$ cat src/rtl/fcp_defs.vh
`ifndef FCP_DEFS_VH
`define FCP_DEFS_VH
// ****************************************************************
// Step interval timing
// ****************************************************************
`define FCP_STEP_UNIT_US     500
`define FCP_CLK_MHZ          10
`define FCP_STEP_UNIT_CYC    (`FCP_STEP_UNIT_US * `FCP_CLK_MHZ)
// ****************************************************************
// Data rate codes (0 = 1 Mbit, 1 = 500 k, 2 = 250 k)
// ****************************************************************
`define FCP_RATE_1M          2'h0
`define FCP_RATE_500K        2'h1
`define FCP_RATE_250K        2'h2
// ****************************************************************
// Sector sizes
// ****************************************************************
`define FCP_SECT_BASE        16'h0080
`define FCP_SIZE_CODE_MAX    3'h7
// ****************************************************************
// Result status selectors
// ****************************************************************
`define FCP_SEL_STATUS_A     2'h0
`define FCP_SEL_STATUS_B     2'h1
`define FCP_SEL_STATUS_C     2'h2
`define FCP_SEL_STATUS_D     2'h3
// ****************************************************************
// Write gate lead
// ****************************************************************
`define FCP_PRE_ERASE_CYC    8'h04
`endif

$ cat src/rtl/fcp_step_timer.v
`timescale 1ns/10ps
`include "fcp_defs.vh"
// ****************************************************************
// Step pulse spacer
// ****************************************************************
module fcp_step_timer #(
    parameter UNIT_CYC = `FCP_STEP_UNIT_CYC
) (
    // Clock and reset
    input  wire        ref_clk,
    input  wire        rst,
    // Control
    input  wire [3:0]  step_interval,
    input  wire [1:0]  data_rate,
    input  wire        step_req,
    // Status
    output reg         step_pulse,
    output reg         busy
);
    reg  [15:0] unit_cnt;     // Cycles within a half-ms unit
    reg  [7:0]  unit_left;    // Units still to wait
    wire [7:0]  units;        // Units for this code and rate
    wire [4:0]  base_units;   // Code 0 means the 8 ms maximum

    assign base_units = (step_interval == 4'h0) ? 5'h10 : {1'b0, step_interval};
    // Lower rate doubles the interval
    assign units = {3'h0, base_units} << data_rate;

    // Interval counter
    always @(posedge ref_clk) begin
        step_pulse <= 1'b0;
        if (rst) begin
            unit_cnt  <= 16'h0000;
            unit_left <= 8'h00;
            busy      <= 1'b0;
        end else if (!busy) begin
            if (step_req) begin   // Pulse then wait the interval
                step_pulse <= 1'b1;
                busy       <= 1'b1;
                unit_left  <= units;
                unit_cnt   <= 16'h0000;
            end
        end else if (unit_cnt == UNIT_CYC - 1) begin
            unit_cnt <= 16'h0000;
            if (unit_left != 8'h01) begin
                unit_left <= unit_left - 8'h01;
            end else if (step_req) begin  // Next step with no idle cycle between
                step_pulse <= 1'b1;
                unit_left  <= units;
            end else begin  // Interval over, nothing pending
                unit_left <= 8'h00;
                busy      <= 1'b0;
            end
        end else begin
            unit_cnt <= unit_cnt + 16'h0001;
        end
    end
endmodule // fcp_step_timer

$ cat src/rtl/fcp_cmd_params.v
`timescale 1ns/10ps
`include "fcp_defs.vh"
// Summary of operation
// - Non-DMA mode interrupts host per byte
// - DMA mode uses request and acknowledge
// - Perpendicular low bits change only when permitted
// - Polling disable stops drive polling
// - Precompensation start track is full byte
// - Sector address gives first, then increments
// - Skip drops deleted sectors on read data
// - Skip on read deleted keeps deleted only
// - Skip clear transfers every sector
// - Step spacing 0.5 to 8 ms at 1 Mbit, up to 32 ms at 250 k
// - Sector count bounds format and verify
// - Four status bytes readable in result
// - Write gate option shifts write enable
// - Present cylinder reported after sense
// - Relative seek offsets present cylinder
// - Size code zero uses data length
// - Multi-track continues onto head one only when the sector count applies
module fcp_cmd_params #(
    parameter UNIT_CYC = `FCP_STEP_UNIT_CYC
) (
    // Clock and reset
    input  wire        ref_clk,
    input  wire        rst,
    // Command parameters
    input  wire        param_load,
    input  wire        non_dma_flag,
    input  wire        deleted_skip_flag,
    input  wire        multi_track_flag,
    input  wire        read_deleted_cmd,
    input  wire        format_cmd,
    input  wire        verify_cmd,
    input  wire        verify_count_enable,
    input  wire [7:0]  sector_address,
    input  wire [7:0]  sectors_per_track,
    input  wire [2:0]  size_code,
    input  wire [7:0]  data_length,
    input  wire        head_select,
    // Configuration
    input  wire        lock_load,
    input  wire        lock_permit,
    input  wire        perp_load,
    input  wire [3:0]  perp_bits,
    input  wire        write_pre_erase_timing,
    input  wire        polling_disable,
    input  wire        precomp_load,
    input  wire [7:0]  precomp_start_track,
    input  wire [3:0]  step_interval,
    input  wire [1:0]  data_rate,
    // Seek and sense
    input  wire        seek_load,
    input  wire        seek_relative,
    input  wire        seek_dir_out,
    input  wire [7:0]  target_cylinder,
    input  wire [7:0]  relative_cylinder_offset,
    input  wire        sense_cmd,
    // Sector engine events
    input  wire        sector_start,
    input  wire        sector_deleted,
    input  wire        byte_done,
    input  wire        write_cmd,
    input  wire        status_load,
    input  wire [31:0] status_in,
    input  wire [1:0]  status_sel,
    // DMA pins
    input  wire        dma_acknowledge_n,
    // Outputs
    output reg         dma_request,
    output reg         byte_irq,
    output reg         perp_update_permit,
    output reg  [3:0]  perp_mode,
    output reg         poll_enable,
    output reg  [7:0]  precomp_track,
    output reg  [7:0]  cur_sector,
    output reg         cur_head,
    output reg         sector_skip,
    output reg         sector_xfer,
    output reg         last_sector,
    output reg  [15:0] xfer_length,
    output reg  [7:0]  present_cylinder,
    output reg  [7:0]  sense_cylinder,
    output reg  [7:0]  status_out,
    output reg         write_enable,
    output reg         step_pulse,
    output reg         step_busy
);
    // ****************************************************************
    // Latched command fields
    // ****************************************************************
    reg        mode_non_dma;     // Transfer mode of command
    reg        skip;             // Skip flag
    reg        mtrk;             // Multi-track flag
    reg        rd_del;           // Read deleted command
    reg        count_bound;      // Sector count applies
    reg [7:0]  sec_count;        // Sectors per track
    reg [7:0]  first_sector;     // First sector of track
    reg [31:0] status_bytes;     // Four result bytes
    reg        ack_m;            // Acknowledge sync stage 1
    reg        ack_s;            // Acknowledge sync stage 2
    wire       step_req;         // Steps still outstanding
    reg [7:0]  step_left;        // Steps still to issue
    reg [7:0]  lead_cnt;         // Pre-erase lead counter
    wire       t_pulse;          // Step timer pulse
    wire       t_busy;           // Step timer busy
    reg [7:0]  next_sector;      // Next sector address
    reg        keep;             // Sector accepted
    assign step_req = (step_left != 8'h00);  // Timer restarts at once while this holds

    // ****************************************************************
    // Command field latch
    // ****************************************************************
    always @(posedge ref_clk) begin
        if (rst) begin
            mode_non_dma <= 1'b0;
            skip         <= 1'b0;
            mtrk         <= 1'b0;
            rd_del       <= 1'b0;
            count_bound  <= 1'b0;
            sec_count    <= 8'h00;
            first_sector <= 8'h01;
            xfer_length  <= `FCP_SECT_BASE;
        end else if (param_load) begin
            mode_non_dma <= non_dma_flag;
            skip         <= deleted_skip_flag;
            mtrk         <= multi_track_flag;
            rd_del       <= read_deleted_cmd;
            count_bound  <= format_cmd | (verify_cmd & verify_count_enable);
            sec_count    <= sectors_per_track;
            first_sector <= sector_address;
            if (size_code == 3'h0) begin  // Short sector via data length
                xfer_length <= {8'h00, data_length};
            end else begin
                xfer_length <= `FCP_SECT_BASE << size_code;
            end
        end
    end

    // ****************************************************************
    // Sector sequencing and skip filter
    // ****************************************************************
    always @* begin
        next_sector = cur_sector + 8'h01;
        if (!skip) begin
            keep = 1'b1;
        end else if (rd_del) begin
            keep = sector_deleted;
        end else begin
            keep = !sector_deleted;
        end
    end

    always @(posedge ref_clk) begin
        sector_skip <= 1'b0;
        sector_xfer <= 1'b0;
        if (rst) begin
            cur_sector  <= 8'h01;
            cur_head    <= 1'b0;
            last_sector <= 1'b0;
        end else if (param_load) begin
            cur_sector  <= sector_address;
            cur_head    <= head_select;
            last_sector <= 1'b0;
        end else if (sector_start) begin
            sector_xfer <= keep;
            sector_skip <= !keep;
            if (count_bound && cur_sector == first_sector + sec_count - 8'h01) begin
                if (mtrk && !cur_head) begin  // Wrap to head one
                    cur_head   <= 1'b1;
                    cur_sector <= first_sector;
                end else begin
                    last_sector <= 1'b1;
                end
            end else begin
                cur_sector <= next_sector;
            end
        end
    end

    // ****************************************************************
    // Transfer handshake
    // ****************************************************************
    always @(posedge ref_clk) begin
        byte_irq <= 1'b0;
        if (rst) begin
            ack_m       <= 1'b1;
            ack_s       <= 1'b1;
            dma_request <= 1'b0;
        end else begin
            ack_m <= dma_acknowledge_n;
            ack_s <= ack_m;
            if (mode_non_dma) begin  // Interrupt per byte
                dma_request <= 1'b0;
                byte_irq    <= byte_done;
            end else if (byte_done) begin
                dma_request <= 1'b1;
            end else if (!ack_s) begin
                dma_request <= 1'b0;
            end
        end
    end

    // ****************************************************************
    // Configuration state
    // ****************************************************************
    always @(posedge ref_clk) begin
        if (rst) begin
            perp_update_permit <= 1'b0;
            perp_mode          <= 4'h0;
            poll_enable        <= 1'b1;
            precomp_track      <= 8'h00;
        end else begin
            poll_enable <= !polling_disable;
            if (lock_load) begin
                perp_update_permit <= lock_permit;
            end
            if (perp_load && perp_update_permit) begin
                perp_mode <= perp_bits;
            end
            if (precomp_load) begin
                precomp_track <= precomp_start_track;
            end
        end
    end

    // ****************************************************************
    // Cylinder tracking and stepping
    // ****************************************************************
    always @(posedge ref_clk) begin
        step_pulse <= t_pulse;
        step_busy  <= t_busy | (step_left != 8'h00);
        if (rst) begin
            present_cylinder <= 8'h00;
            sense_cylinder   <= 8'h00;
            step_left        <= 8'h00;
        end else begin
            if (seek_load) begin
                if (seek_relative) begin  // Offset from present
                    step_left <= relative_cylinder_offset;
                    present_cylinder <= seek_dir_out ?
                        present_cylinder + relative_cylinder_offset :
                        present_cylinder - relative_cylinder_offset;
                end else begin
                    step_left <= (target_cylinder > present_cylinder) ?
                        target_cylinder - present_cylinder :
                        present_cylinder - target_cylinder;
                    present_cylinder <= target_cylinder;
                end
            end else if (t_pulse && step_left != 8'h00) begin  // Count each issued step
                step_left <= step_left - 8'h01;
            end
            if (sense_cmd) begin
                sense_cylinder <= present_cylinder;
            end
        end
    end

    fcp_step_timer #(
        .UNIT_CYC      (UNIT_CYC)
    ) u_step (
        .ref_clk       (ref_clk),
        .rst           (rst),
        .step_interval (step_interval),
        .data_rate     (data_rate),
        .step_req      (step_req),
        .step_pulse    (t_pulse),
        .busy          (t_busy)
    );

    // ****************************************************************
    // Result status and write enable
    // ****************************************************************
    always @(posedge ref_clk) begin
        if (rst) begin
            status_bytes <= 32'h00000000;
            status_out   <= 8'h00;
            lead_cnt     <= 8'h00;
            write_enable <= 1'b0;
        end else begin
            if (status_load) begin
                status_bytes <= status_in;
            end
            status_out <= status_bytes[{status_sel, 3'h0} +: 8];
            if (!write_cmd) begin
                lead_cnt     <= 8'h00;
                write_enable <= 1'b0;
            end else if (!write_pre_erase_timing) begin
                write_enable <= 1'b1;
            end else if (lead_cnt == `FCP_PRE_ERASE_CYC) begin  // Hold off for pre-erase
                write_enable <= 1'b1;
            end else begin
                lead_cnt <= lead_cnt + 8'h01;
            end
        end
    end
endmodule // fcp_cmd_params

$ cat config.mk
export PLATFORM = sky130hd
export DESIGN_NAME = fcp_cmd_params
export DESIGN_NICKNAME = d
export VERILOG_FILES = /design/src/rtl/fcp_step_timer.v /design/src/rtl/fcp_cmd_params.v
export VERILOG_INCLUDE_DIRS = /design/src /design/src/rtl
export SDC_FILE = /design/constraint.sdc
export NUM_CORES = 1
export LEC_CHECK = 0
export ABC_CLOCK_PERIOD_IN_PS = 9200
export BUFFER_PORTS_ARGS = -buffer_cell sky130_fd_sc_hd__buf_2
export CORE_MARGIN = 8
export CORE_UTILIZATION = 59
export DETAILED_ROUTE_END_ITERATION = 8
export GPL_ROUTABILITY_DRIVEN = 0
export PLACE_DENSITY_LB_ADDON = 0.12
export SLEW_MARGIN = 5
export SYNTH_ARGS = -nofsm -noshare
export SYNTH_HDL_FRONTEND = slang
export SYNTH_SLANG_ARGS = --single-unit
$ cat constraint.sdc
create_clock -name ref_clk -period 9.2 [get_ports ref_clk]
set_input_delay 1.38 -clock ref_clk [delete_from_list [all_inputs] [get_ports ref_clk]]
set_output_delay 1.38 -clock ref_clk [all_outputs]
set_load 0.02 [all_outputs]
==> flow_summary.yaml, run 1 <==
critical_path:
  start_kind: "register"
  r2r-end: "cur_sector[2]$_SDFFE_PP0P_"
  rrSetupSlack_ps: 5350
  end_kind: "register"
  worstPathArrival_ps: 4190
  critical_path_class: "register to register"
  crit_start: "first_sector[1]$_SDFFE_PP0P_"
  r2r_cells: 12
  worstPathMaxFanout: 16
  rr_startpoint: "first_sector[1]$_SDFFE_PP0P_"
  worstPathRequired_ps: 9540
clock_tree:
  cts-buffers-inserted: 17
  insertion_delay_ps: 430
  clk_pin_slew_ps: 70
  clock_path_buffers: 2
  cts_setup_buffers: 0
  clk_root_buffer_cell: "clkbuf_16"
  cts_sinks: 167
  cts_hold_buf: 0
  cts_resized: 0
  cts_max_level: 4
  cts_tree: "built"
power:
  power.leakage_nw: 4.75
  power.total_mw: 1.90
  p_per_area_nw_per_um2: 184
  peakVddDrop_v: 0.000153
placement:
  dpl.hpwl_mm: 15.3
  dpl_cell_area_um2: 9760
  io_buffers: 191
  pre_cts_ws_ps: 5110
  dp.cells: 1321
yosys:
  ys_seq_elements: 167
  async_reset_ff_share_pct: 0
  synth_area_um2: 8750
  synthCells: 993
  seq_area_frac_synth_pct: 38.2
  synth_fp_nets: 1162
  ys_types: 63
  synth_edf_count: 0
  ys_warn_count: 0
  ys.flop_type: "dfxtp_1"
  syn_area_per_cell_um2: 8.81
detailed_routing:
  first_iter_violations: 447
  ant_nets: 0
  drcViolationCount: 0
  wl_mm: 20.8
  vias_per_cell: 5.49
  vias: 7425
  drt_first_pass_iters: 4
  wl_per_cell_um: 15.3
global_routing:
  grt_pass1_vias: 7087
  grt_usage_pct: 21.7
  grt.overflow.total: 0
  grt_first_pass_wirelength_mm: 33.4
  grt_max_degree: 82
  antenna_found_initial: 1
floorplanning:
  die_w_um: 138
  fp.dieH_um: 138
  core.rowCount: 44
  coreArea_um2: 14500
  fp.dieArea_um2: 19000
  start_util_pct: 60.2
  io_pins: 193
flow_run:
  cap_violations: 0
final_layout:
  largest_reg_flops: 32
  area_growth_pct: 18.2
  antennaDiodeCount: 0
  drive_gt1_share_pct: 21.4
  final_cells: 1353
  fill_cells: 1220
  final_cell_area_um2: 10300
  fin_util_pct: 71.1
  nets: 1325
  regMostFlops: "status_bytes"
  reg_top3: "status_bytes: 32 flops, u_step.unit_cnt: 16 flops, xfer_length: 15 flops"
timing:
  maxSlewHeadroom_pct: 23.1
  tightest_slew_ps: 1150
  min_period_over_period_pct: 41.9
  fin_hold_ws_ps: 410
  hold_viol: 0
  final.min_clock_period_ps: 3850
  slew_violations: 0
  clock_skew_ps: 10.1
  finalSetupViolCount: 0
  setup_slack_ps: 5350
  clock.fmax_mhz: 259
  rsz0062_at_grt: "no"
  final.setup.tns_ps: 0
status:
  outcome: "finished clean"
min_path:
  hold_path_class: "register to register"
  min_path_cells: 0
  hold_path_end: "step_pulse$_DFF_P_"
  hold_path_startpoint: "u_step.step_pulse$_SDFF_PP0_"
worst max-delay path by stage:
stage | endpoint | slack (ps) | cells after the start
5_1_grt | cur_sector[2]$_SDFFE_PP0P_ | 5090 | 12
6_report | cur_sector[2]$_SDFFE_PP0P_ | 5350 | 12
3_3_place_gp | step_left[6]$_SDFFE_PP0P_ | 5160 | 11
4_1_cts | cur_sector[2]$_SDFFE_PP0P_ | 5330 | 12
2_1_floorplan | present_cylinder[7]$_SDFFE_PP0P_ | 5550 | 12
3_5_place_dp | step_left[6]$_SDFFE_PP0P_ | 5110 | 11
logic make-up after synthesis:
logic type                 count (synthesis)  share of synthesized area, %
adders and majority gates                 47                          7.07
other                                      1                        0.0429
AOI/OAI and AO/OA                        169                          12.3
buffers and inverters                    107                          4.83
and+or+nand+nor                          345                          19.1
muxes                                    105                          13.2
xor gates and xnor gates                  52                          5.21
DFF                                      167                          38.2
critical path: stages, from the launching register on:
cell,delay [ps]
dfxtp_1,350
inv_1,60
ha_1,270
inv_1,40
ha_1,220
fa_1,510
xnor2_1,120
nand4_1,130
or4_4,550
a211oi_4,630
a21oi_1,480
o211a_1,240
nor3_1,180
Yosys cell counts (2+ instances only):
master,number,area (um^2)
fa_1,4,80.1
o21a_1,4,30.0
a311oi_1,3,26.3
nor4b_1,2,17.5
nor3b_1,4,30.0
buf_4,2,15.0
a32oi_1,4,35.0
a21oi_1,56,280
nand2b_1,24,150
mux2i_1,92,921
nor2_1,149,559
o21ai_0,40,200
nor3_1,20,100
or3_1,7,43.8
clkbuf_1,33,124
xnor2_1,32,280
and3_1,7,43.8
a22o_1,7,61.3
a211oi_1,14,105
o22ai_1,2,12.5
nand3_1,23,115
buf_2,5,25.0
mux2_2,5,56.3
mux4_2,8,180
or2_2,2,12.5
nand2_1,49,184
nand4b_1,4,35.0
xor2_1,20,175
ha_1,43,538
nor4_1,10,62.6
o211ai_1,2,15.0
nor2b_1,22,138
a21o_1,7,52.6
or4_4,2,22.5
a31oi_1,7,43.8
o211a_1,4,40.0
a22oi_1,9,67.6
nand4_1,10,62.6
dfxtp_1,167,3340
inv_1,56,210
o32a_1,2,20.0
buf_1,9,33.8
layer usage:
layer | vias up | global-route usage [%] | part of all wire [%]
li1 | 3772 | - | -
met1 | 3442 | 27.6 | 45
met2 | 187 | 34.2 | 46
met3 | 22 | 7.40 | 7.7
met4 | 2 | 6.33 | 1.2
met5 | - | 0 | 0.058
cell type report:
type	count	area, um^2	share of cell area, %
repair buffers	194	981	9.49
clock inverters	15	156	1.51
well taps	184	230	2.23
flip-flops and latches	167	3340	32.3
multi-input cells	719	4990	48.3
clock buffers	17	425	4.11
inverters	57	214	2.07
cells in the final DEF, fill, tap and decap left out, drive strengths merged, types with 3 or more instances in the layout:
cell type    n
buf        194
dfxtp      167
nor2       150
mux2i       92
inv         64
a21oi       56
nand2       49
ha          43
o21ai       41
xnor2       32
nand2b      24
nand3       23
nor2b       22
nor3        21
xor2        20
clkbuf      17
a211oi      15
nand4       10
nor4        10
a22oi        9
mux4         8
or3          7
a31oi        7
a21o         7
and3         7
a22o         7
clkinv       7
mux2         5
o21a         4
o211a        4
nor3b        4
nand4b       4
a32oi        4
fa           4
a311oi       3
or4          3
report_power, final:
group / switching (mW) / internal [mW]
Sequential: 0.0396 / 0.766
Clock: 0.325 / 0.361
Combinational: 0.227 / 0.182
(Power assumes the default switching activity.)
==> run 2, diff against run 1 <==
--- a/config.mk
+++ b/config.mk
@@ -6,10 +6,10 @@
 export SDC_FILE = /design/constraint.sdc
 export NUM_CORES = 1
 export LEC_CHECK = 0
-export ABC_CLOCK_PERIOD_IN_PS = 9200
+export ABC_CLOCK_PERIOD_IN_PS = 3650
 export BUFFER_PORTS_ARGS = -buffer_cell sky130_fd_sc_hd__buf_2
 export CORE_MARGIN = 8
-export CORE_UTILIZATION = 59
+export CORE_UTILIZATION = 55
 export DETAILED_ROUTE_END_ITERATION = 8
 export GPL_ROUTABILITY_DRIVEN = 0
 export PLACE_DENSITY_LB_ADDON = 0.12
==> constraint.sdc (replaced) <==
create_clock -name ref_clk -period 3.65 [get_ports ref_clk]
set_input_delay 0.5475 -clock ref_clk [delete_from_list [all_inputs] [get_ports ref_clk]]
set_output_delay 0.5475 -clock ref_clk [all_outputs]
set_load 0.02 [all_outputs]
==> run 2 against run 1 <==
Compared with the run above:
- clock power rose to 2.7 times the previous value
- total power rose to 2.6 times the previous value
- final cell count up 2.7%
- global-route usage down 0.60 points
- via count down 0.19%
- critical path depth up 2
- first-iteration DRC count down 21%
- worst hold slack worse by 120 ps
- count of clock-buffer cells in the layout unchanged
- critical endpoint is now cur_sector[4]$_SDFFE_PP0P_
- highest routed layer is now met4
==> flow_summary.yaml, run 2 (synthesis results as in run 1) <==
status:
  outcome: "finished clean"
global_routing:
  grt.overflow.total: 0
  grt_first_pass_wirelength_mm: 35.1
  grt_pass1_vias: 7241
  antenna_found_initial: 0
  grt_max_degree: 73
  grt_usage_pct: 21.1
detailed_routing:
  ant_nets: 0
  drcViolationCount: 0
  vias: 7411
  wl_mm: 21.0
  first_iter_violations: 354
  drt_first_pass_iters: 5
  vias_per_cell: 5.33
  wl_per_cell_um: 15.1
final_layout:
  drive_gt1_share_pct: 21.8
  final_cell_area_um2: 10500
  antennaDiodeCount: 0
  regMostFlops: "status_bytes"
  area_growth_pct: 19.5
  layout_common_cells: "buf_2 (190), dfxtp_1 (167), nor2_1 (149)"
  largest_reg_flops: 32
  fin_util_pct: 66.5
  reg_top3: "status_bytes: 32 flops, u_step.unit_cnt: 16 flops, xfer_length: 15 flops"
  nets: 1331
  final_common_cell: "buf_2"
critical_path:
  critical_path_class: "register to register"
  worstPathRequired_ps: 4000
  worstPathArrival_ps: 3740
  worstPathMaxFanout: 11
  end_kind: "register"
  start_kind: "register"
  crit_start: "first_sector[1]$_SDFFE_PP0P_"
  rr_startpoint: "first_sector[1]$_SDFFE_PP0P_"
clock_tree:
  cts_tree: "built"
  insertion_delay_ps: 430
  cts_sinks: 167
  clock_path_buffers: 2
  clk_pin_slew_ps: 70
  cts-buffers-inserted: 17
  cts_max_level: 4
  cts_setup_buffers: 0
  clk_root_buffer_cell: "clkbuf_16"
  cts_hold_buf: 0
timing:
  rsz0062_at_grt: "no"
  maxSlewHeadroom_pct: 30.9
  final.setup.tns_ps: 0
  tightest_slew_ps: 1040
  setup_slack_ps: 260
  clock.fmax_mhz: 295
  final.min_clock_period_ps: 3390
  clock_skew_ps: 11.6
  hold_viol: 0
  min_period_over_period_pct: 92.9
  slew_violations: 0
  finalSetupViolCount: 0
floorplanning:
  io_pins: 193
  core.rowCount: 46
  fp.dieH_um: 142
  coreArea_um2: 15700
  die_w_um: 142
  start_util_pct: 55.7
  fp.dieArea_um2: 20200
min_path:
  hold_path_class: "input pin to register"
  hold_path_startpoint: "polling_disable"
flow_run:
  cap_violations: 0
power:
  p_per_area_nw_per_um2: 470
  power.leakage_nw: 4.79
  power.total_mw: 4.92
  peakVddDrop_v: 0.000378
placement:
  io_buffers: 191
  dpl.hpwl_mm: 15.6
  pre_cts_ws_ps: 246
  dpl_cell_area_um2: 9840
-- run 2: cell count changes in the layout (fill, tap and decap cells not counted) --
cell / before / now
a21oi_2: 0 / 1
inv_8: 3 / 4
bufinv_16: 0 / 2
clkinvlp_4: 1 / 2
clkinv_4: 3 / 0
clkinv_8: 3 / 1
buf_4: 4 / 10
clkinv_2: 1 / 0
inv_6: 4 / 5
a21oi_1: 56 / 55
-- run 2: timing repair --
item                                    CTS  global route
hold endpoints to repair                  0             0
endpoints found under the setup margin    0             1
resized for setup                         0             1
-- run 2: per-stage QoR --
step / instances / hold slack, ps
floorplan: 993 / 360
global placement: 1359 / 394
detailed placement: 1359 / 406
CTS: 1390 / 280
global route: 1390 / 282
finish: 1390 / 294
-- run 2: worst max-delay path, cell delays in order (launching register included) --
cell and delay, ps:
dfxtp_1 360, inv_1 50, ha_1 260, inv_1 40, ha_1 210, fa_1 410, nand3_1 110, nand2_1 90
xnor2_1 140, or4_4 560, a211oi_4 390, buf_4 260, mux2i_1 190, nand3_1 80, a21oi_1 160
-- run 2: report_power, final --
| part | internal (mW) | switching, mW | leakage (nW) |
|---|---|---|---|
| sequential | 1.93 | 0.0988 | 1.37 |
| clock | 1.04 | 0.809 | 0.292 |
| combinational | 0.464 | 0.574 | 3.13 |
| total | 3.43 | 1.48 | 4.79 |
-- run 2: path summary, 6_finish.rpt --
check                                     to  slack (ps)  cells past startpoint
setup / recovery  cur_sector[4]$_SDFFE_PP0P_         260                     14
hold / removal        poll_enable$_SDFF_PP1_         290                      2
setup reg to reg  cur_sector[4]$_SDFFE_PP0P_         260                     14
hold reg to reg             ack_s$_SDFF_PP1_         420                      1
-- run 2: area by class of cell --
| type | count | area [um^2] |
|---|---|---|
| Multi-Input combinational cell | 719 | 4990 |
| Timing Repair Buffer | 200 | 1030 |
| Clock buffer | 17 | 425 |
| Sequential cell | 167 | 3340 |
| Fill cell | 1372 | 5260 |
| Clock inverter | 14 | 180 |
| Inverter | 57 | 214 |
| Tap cell | 216 | 270 |
-- run 2: per-layer routing --
metal | GRT usage, % | part of all wire, %
met3 | 7.48 | 7.1
met2 | 34.0 | 47
met1 | 25.8 | 44
met4 | 6.84 | 1.4
met5 | 0 | 0
